### src/core/spd_pkg.sv
// package of constants shared by both ends of the sleep hold link
package spd_pkg;
  localparam int unsigned CLK_PERIOD_PS     = 10000;  // 100 MHz clock period
  localparam int unsigned SETUP_NS          = 15;     // inputs valid before request
  localparam int unsigned SETUP_SLOW_NS     = 20;     // same, slower grade
  localparam int unsigned DONTCARE_NS       = 25;     // inputs held after request
  localparam int unsigned DONTCARE_SLOW_NS  = 30;     // same, slower grade
  localparam int unsigned RECOVER_US        = 1;      // exit to valid operation
  // least times round up, longest times round down
  localparam int unsigned SETUP_CYC      =
    (SETUP_NS * 1000 + CLK_PERIOD_PS - 1) / CLK_PERIOD_PS;
  localparam int unsigned SETUP_SLOW_CYC =
    (SETUP_SLOW_NS * 1000 + CLK_PERIOD_PS - 1) / CLK_PERIOD_PS;
  localparam int unsigned HOLD_CYC       =
    (DONTCARE_NS * 1000 + CLK_PERIOD_PS - 1) / CLK_PERIOD_PS;
  localparam int unsigned HOLD_SLOW_CYC  =
    (DONTCARE_SLOW_NS * 1000 + CLK_PERIOD_PS - 1) / CLK_PERIOD_PS;
  localparam int unsigned RECOVER_CYC    =
    (RECOVER_US * 1000000) / CLK_PERIOD_PS;
  localparam int unsigned DATA_W         = 8;       // default pin group width
  localparam logic [7:0]  DATA_RST       = 8'h00;   // register reset value
endpackage : spd_pkg

### src/core/spd_if.sv
// interface joining the sleeping device end and the system logic end
`timescale 1ns/100ps
`default_nettype none
interface spd_if #(
  parameter int unsigned W = 8
);
  logic         sleep_request_first;   // first request pin, high = sleep
  logic         sleep_request_second;  // second request pin, high = sleep
  logic [W-1:0] data_in;               // system to device inputs
  logic [W-1:0] pad_out;               // device pin output values
  logic [W-1:0] pad_oe_n;              // device pin enables, low drives
  logic         outputs_valid;         // device recovered and evaluating

  modport dev (
    input  sleep_request_first, sleep_request_second, data_in,
    output pad_out, pad_oe_n, outputs_valid
  );
  modport sys (
    output sleep_request_first, sleep_request_second, data_in,
    input  pad_out, pad_oe_n, outputs_valid
  );
endinterface : spd_if
`default_nettype wire

### src/core/spd_device.sv
// device end: pin power-down hold around a small registered logic core
//
// Notes on behaviour
// sleep exists only when option enabled
// request pin dedicated to sleep, not signal
// asleep while request high, awake when low
// either of two request pins sleeps
// outputs and internal state frozen while asleep
// released outputs stay released while asleep
// all other inputs ignored while asleep
// pin keepers hold last levels while asleep
// request pin never feeds the logic
// request pin macrocell stays usable internally
// system holds inputs steady before request
// system holds inputs steady after request
// inputs accepted again within one microsecond
// enables and clocks effective within one microsecond
// outputs re-evaluated within one microsecond of exit
// wake resumes from held state, no reinit
// system drives one clean edge per change
`timescale 1ns/100ps
`default_nettype none
module spd_device #(
  parameter bit          SLEEP_ENABLE = 1'b1,   // design-time sleep option
  parameter int unsigned W            = spd_pkg::DATA_W,
  parameter int unsigned RECOVER      = spd_pkg::RECOVER_CYC
) (
  input  wire logic         clock_i,
  input  wire logic         reset_i,
  spd_if.dev                link,
  input  wire logic [W-1:0] oe_ctrl_i,     // user: drive enable, high drives
  input  wire logic         core_en_i,     // user: logic core accumulate
  output logic      [W-1:0] core_state_o,  // user: internal register view
  output logic              asleep_o       // user: hold state indicator
);

  ////////////////////////////////////////////////////////////////////////
  // elaboration checks
  initial begin
    if (W < 1 || W > 64) $error("spd_device: W out of range");
    if (RECOVER < 1 || RECOVER > 65535) $error("spd_device: bad RECOVER");
  end

  typedef enum logic [1:0] {
    SPD_AWAKE   = 2'b00,  // normal evaluation
    SPD_ASLEEP  = 2'b01,  // everything frozen
    SPD_RECOVER = 2'b10   // waking, outputs still held
  } spd_state_t;

  ////////////////////////////////////////////////////////////////////////
  // request decode
  logic             sleep_req;      // combined request level
  spd_state_t       state_r;        // sleep state
  spd_state_t       state_nxt;      // its next value
  logic [15:0]      rec_cnt_r;      // recovery countdown
  logic [W-1:0]     core_r;         // internal logic state
  logic [W-1:0]     keep_in_r;      // input keeper latches
  logic [W-1:0]     pad_out_r;      // pin output values
  logic [W-1:0]     pad_oe_n_r;     // pin enables, low drives
  logic             run;            // core may evaluate

  // the request pins only reach this decode, never the core
  always_comb begin
    sleep_req = SLEEP_ENABLE &&
      (link.sleep_request_first || link.sleep_request_second);
  end

  ////////////////////////////////////////////////////////////////////////
  // state machine
  always_comb begin
    state_nxt = state_r;
    case (state_r)
      SPD_AWAKE:   if (sleep_req) state_nxt = SPD_ASLEEP;
      SPD_ASLEEP:  if (!sleep_req) state_nxt = SPD_RECOVER;
      // a new request during recovery sleeps again at once
      SPD_RECOVER: begin
        if (sleep_req) state_nxt = SPD_ASLEEP;
        else if (rec_cnt_r == 16'h0001) state_nxt = SPD_AWAKE;
      end
      default:     state_nxt = SPD_AWAKE;
    endcase
  end

  always_ff @(posedge clock_i) begin
    if (reset_i) begin
      state_r <= SPD_AWAKE;
    end else begin
      state_r <= state_nxt;
    end
  end

  // recovery counter, worst case used so system timing stays safe
  always_ff @(posedge clock_i) begin
    if (reset_i) begin
      rec_cnt_r <= 16'h0000;
    end else if (state_nxt == SPD_RECOVER && state_r != SPD_RECOVER) begin
      rec_cnt_r <= 16'(RECOVER);
    end else if (state_r == SPD_RECOVER && rec_cnt_r != 16'h0000) begin
      rec_cnt_r <= rec_cnt_r - 16'h0001;
    end
  end

  // core runs only when awake and not about to sleep
  assign run = (state_r == SPD_AWAKE) && !sleep_req;

  ////////////////////////////////////////////////////////////////////////
  // input keepers: capture pins only while running
  always_ff @(posedge clock_i) begin
    if (reset_i) begin
      keep_in_r <= W'(spd_pkg::DATA_RST);
    end else if (run) begin
      keep_in_r <= link.data_in;
    end
  end

  // internal logic: keeps counting through the request pin's cell
  always_ff @(posedge clock_i) begin
    if (reset_i) begin
      core_r <= W'(spd_pkg::DATA_RST);
    end else if (run && core_en_i) begin
      core_r <= core_r + keep_in_r;
    end
  end

  // pin outputs and enables frozen, released pins stay released
  always_ff @(posedge clock_i) begin
    if (reset_i) begin
      pad_out_r  <= W'(spd_pkg::DATA_RST);
      pad_oe_n_r <= '1;
    end else if (run) begin
      pad_out_r  <= core_r;
      pad_oe_n_r <= ~oe_ctrl_i;
    end
  end

  ////////////////////////////////////////////////////////////////////////
  // outputs, all registered
  always_ff @(posedge clock_i) begin
    if (reset_i) begin
      asleep_o     <= 1'b0;
      core_state_o <= W'(spd_pkg::DATA_RST);
      link.outputs_valid <= 1'b1;
    end else begin
      asleep_o     <= (state_nxt == SPD_ASLEEP);
      core_state_o <= core_r;
      link.outputs_valid <= (state_nxt == SPD_AWAKE);
    end
  end

  assign link.pad_out  = pad_out_r;
  assign link.pad_oe_n = pad_oe_n_r;

endmodule : spd_device
`default_nettype wire

### src/flat_wrapper.sv
// flat-port wrapper written by rule: the top's interface ports become plain ports
module spd_device_flat 
#(
  parameter bit          SLEEP_ENABLE = 1'b1,                              
  parameter int unsigned W            = spd_pkg::DATA_W,
  parameter int unsigned RECOVER      = spd_pkg::RECOVER_CYC
)
  (clock_i, reset_i, oe_ctrl_i, core_en_i, core_state_o, asleep_o, link_sleep_request_first, link_sleep_request_second, link_data_in, link_pad_out, link_pad_oe_n, link_outputs_valid);
  spd_if #(.W(W)) link_i ();
  input  wire logic clock_i;
  input  wire logic reset_i;
  input  wire logic [W-1:0] oe_ctrl_i;
  input  wire logic core_en_i;
  output logic      [W-1:0] core_state_o;
  output logic asleep_o;
  input wire logic [$bits(link_i.sleep_request_first)-1:0] link_sleep_request_first;
  input wire logic [$bits(link_i.sleep_request_second)-1:0] link_sleep_request_second;
  input wire logic [$bits(link_i.data_in)-1:0] link_data_in;
  output wire logic [$bits(link_i.pad_out)-1:0] link_pad_out;
  output wire logic [$bits(link_i.pad_oe_n)-1:0] link_pad_oe_n;
  output wire logic [$bits(link_i.outputs_valid)-1:0] link_outputs_valid;
  assign link_i.sleep_request_first = link_sleep_request_first;
  assign link_i.sleep_request_second = link_sleep_request_second;
  assign link_i.data_in = link_data_in;
  assign link_pad_out = link_i.pad_out;
  assign link_pad_oe_n = link_i.pad_oe_n;
  assign link_outputs_valid = link_i.outputs_valid;
  spd_device #(.SLEEP_ENABLE(SLEEP_ENABLE), .W(W), .RECOVER(RECOVER)) u_core (.clock_i(clock_i), .reset_i(reset_i), .link(link_i), .oe_ctrl_i(oe_ctrl_i), .core_en_i(core_en_i), .core_state_o(core_state_o), .asleep_o(asleep_o));
endmodule
### config.mk
export PLATFORM = sky130hd
export DESIGN_NAME = spd_device_flat
export DESIGN_NICKNAME = d
export VERILOG_FILES = /design/src/core/spd_pkg.sv /design/src/core/spd_if.sv /design/src/core/spd_device.sv /design/src/flat_wrapper.sv
export SDC_FILE = /design/constraint.sdc
export NUM_CORES = 1
export LEC_CHECK = 0
export ABC_CLOCK_PERIOD_IN_PS = 2700
export BUFFER_PORTS_ARGS = -buffer_cell sky130_fd_sc_hd__buf_2
export CORE_AREA = 3 3 88 65
export DETAILED_ROUTE_END_ITERATION = 10
export DIE_AREA = 0 0 91 68
export GPL_TIMING_DRIVEN = 0
export PLACE_DENSITY = 0.88
export SYNTH_ARGS = -nofsm -noshare
export SYNTH_HDL_FRONTEND = slang
export SYNTH_SLANG_ARGS = --single-unit
### constraint.sdc
create_clock -name clock_i -period 2.7 [get_ports clock_i]
set_input_delay 0.135 -clock clock_i [delete_from_list [all_inputs] [get_ports clock_i]]
set_output_delay 0.135 -clock clock_i [all_outputs]
set_load 0.01 [all_outputs]
==> results.json <==
{
  "status": "complete, no violations",
  "rows": 21,
  "relSlewSlack_pct": 58.15,
  "grt_pass1_vias": 2170,
  "top_usage_layer": "met2",
  "drive_gt1_share_pct": 20.67,
  "final_max_slew_viol_count": 0,
  "post_cts_resized": 0,
  "synthTopCellsByArea": "dfxtp_1 45%, nand2_1 6.0%, a21oi_1 6.0%",
  "ys_seq_elements": 60,
  "hold_buffers": 0,
  "path_clk_slew_ns": 0.07,
  "worstPathArrival_ns": 2.38,
  "crit_type": "flip-flop to flip-flop",
  "drc_errors": 0,
  "clock_latency_ns": 0.34,
  "setup-tns-final_ns": 0,
  "postSynthCellCount": 296,
  "end_kind": "flip-flop",
  "utilization_pct": 66.30,
  "diodes": 0,
  "worst_slew_pin_slew_ns": 0.6231,
  "ys_async_sr_fraction_pct": 0,
  "finalClockSkew_ns": 0.01099,
  "rsz0062_at_grt": "no",
  "ys_warn_count": 0,
  "globalRouteMet1Util_pct": 27.56,
  "leakage_nw": 1.266,
  "fmax_mhz": 464.2,
  "nets": 385,
  "syn_area_per_cell_um2": 9.025,
  "met2_usage_pct": 31.81,
  "ir_drop_uv": 263.7,
  "globalRouteOverflowTotal": 0,
  "drt-pass1-iter-count": 4,
  "synth_edf_count": 0,
  "finalHoldViolCount": 0,
  "met3_usage_pct": 7.692,
  "power_mw": 1.946,
  "start_util_pct": 55.25,
  "ys_seq_area_share_pct": 44.96,
  "avgViaCountPerCell": 5.340,
  "gr-usage-all-layers_pct": 20.80,
  "fin_crit_ns": 2.154,
  "routedWlPerCell_um": 13.80,
  "grt_pass1_wl_mm": 10.06,
  "cp-start-kind": "flip-flop",
  "htree_levels": 3,
  "post_cts_buffers": 0,
  "post-place-ws_ns": 0.6092,
  "holdWs_ns": 0.03226,
  "core_um2": 4835,
  "synth.distinct_cells": 51,
  "drt_iter0_markers": 139,
  "dieArea_um2": 6188,
  "r2r_slack_ns": 0.55,
  "area_growth_pct": 20.00,
  "hold_path_class": "primary input to flip-flop",
  "clock-sinks": 60,
  "post-route-cell-area_um2": 3206,
  "syn-num-nets": 328,
  "io_pins": 47,
  "ys.flop_type": "dfxtp_1",
  "cts_tree": "done",
  "antenna_found_initial": 0,
  "cts_inserted_buffers": 9,
  "root_buffer": "clkbuf_8",
  "dpl.hpwl_mm": 4.227,
  "cp_max_fo": 10,
  "vias": 2280,
  "dpl_cell_area_um2": 2988,
  "dp.cells": 411,
  "power.density_nw_per_um2": 607.2,
  "setup_violations": 0,
  "cts_max_path_buffers": 2,
  "gp_congestion": 0.9362,
  "fp.dieH_um": 68,
  "postRouteAntennaNets": 0,
  "synth_top_area_share_pct": 44.96,
  "finalCritPeriodShare_pct": 79.78,
  "setup_slack_ns": 0.5460,
  "yosys.area.top_type": "dfxtp_1",
  "syn_area_um2": 2671,
  "required_ns": 2.93,
  "wirelength_mm": 5.893,
  "final_cells": 427,
  "die_w_um": 91,
  "grt_max_degree": 11,
  "drv_cap": 0,
  "port_buffers": 46
}
[final cells by class]
cell class | instances | area (um2)
clock inverter | 4 | 72.57
timing repair buffer | 46 | 230.2
clock buffer | 12 | 145.1
fill | 403 | 1629
sequential | 60 | 1201
buffer | 13 | 51.30
multi-input combinational | 214 | 1385
inverter | 9 | 33.78
tap | 69 | 86.33
[layout by cell type (no fill, tap or decap), types with 3 or more instances in the layout]
cell type   n
nand3_1     4
a211oi_1    7
a21oi_1    32
buf_2      48
xor2_1      5
nor2b_1    12
nor2_1     32
or3_1       3
clkbuf_1   12
nand2_1    43
o211ai_1    3
dfxtp_1    60
nand2b_1    4
o21ai_0     4
clkbuf_8   10
nor3_1      4
xnor2_1     5
ha_1       10
a211o_1    10
inv_1       8
[final timing paths]
check                          start                       to  depth (start not counted)
max                u_core.state_r[1]         u_core.core_r[7]                          6
min                  link_data_in[1]      u_core.keep_in_r[1]                          3
max reg2reg        u_core.state_r[1]         u_core.core_r[7]                          6
min reg2reg  u_core.link.pad_oe_n[1]  u_core.link.pad_oe_n[1]                          1
[cell usage after synthesis (2+ instances only)]
| master | n |
|---|---|
| xor2_1 | 5 |
| or3_1 | 3 |
| o211ai_1 | 3 |
| nor3_2 | 2 |
| xnor2_1 | 5 |
| a21oi_1 | 32 |
| nor4_4 | 2 |
| nor2b_1 | 12 |
| buf_2 | 2 |
| a211oi_1 | 7 |
| a211o_1 | 10 |
| inv_1 | 8 |
| nand4b_1 | 2 |
| clkbuf_1 | 10 |
| nand2_1 | 43 |
| nand2b_1 | 4 |
| nand3b_1 | 2 |
| nor3b_1 | 2 |
| o21ai_0 | 4 |
| dfxtp_1 | 60 |
| nor2_1 | 32 |
| nand3_1 | 4 |
| ha_1 | 10 |
| nor3_1 | 4 |
| mux2i_1 | 2 |
[state kept, by name, summed over array words and instances (netlist names)]
| signal | flops |
|---|---|
| u_core.state_r | 2 |
| u_core.rec_cnt_r | 16 |
| u_core.asleep_o | 1 |
| u_core.core_r | 8 |
| u_core.link.outputs_valid | 1 |
| u_core.core_state_o | 8 |
| u_core.link.pad_out | 8 |
| u_core.keep_in_r | 8 |
| u_core.link.pad_oe_n | 8 |
[where the power goes]
| group | total (mW) | internal [mW] | switching [mW] |
|---|---|---|---|
| Clock | 0.885 | 0.544 | 0.341 |
| Sequential | 0.920 | 0.906 | 0.0135 |
| Combinational | 0.142 | 0.0550 | 0.0867 |
| Total | 1.95 | 1.50 | 0.442 |
[critical path, cell delays in order, from the launching register on]
cell,delay (ns)
dfxtp_1,0.30
buf_2,0.18
nor4_4,0.48
nand2_1,0.32
or2_0,0.27
mux2i_1,0.16
mux2_1,0.33
[kinds of logic (layout without fill, tap and decap cells)]
kind of cell | count (synthesis) | after routing | synth area share (%)
XOR/XNOR | 10 | 10 | 3.279
adder cells (fa/ha/maj) | 11 | 11 | 5.433
AND/OR/NAND/NOR | 122 | 122 | 24.36
buffers and inverters | 22 | 84 | 3.185
AO/OA/AOI/OAI | 68 | 68 | 17.61
flip-flops | 60 | 60 | 44.96
multiplexers | 3 | 3 | 1.171
[per-layer routing]
metal	vias up	share of wire [%]
met4	0	1.3
met3	11	8.3
met1	1035	48
met5	-	0
li1	1149	-
met2	85	43
Note: power is estimated with default switching activity, not from simulation.
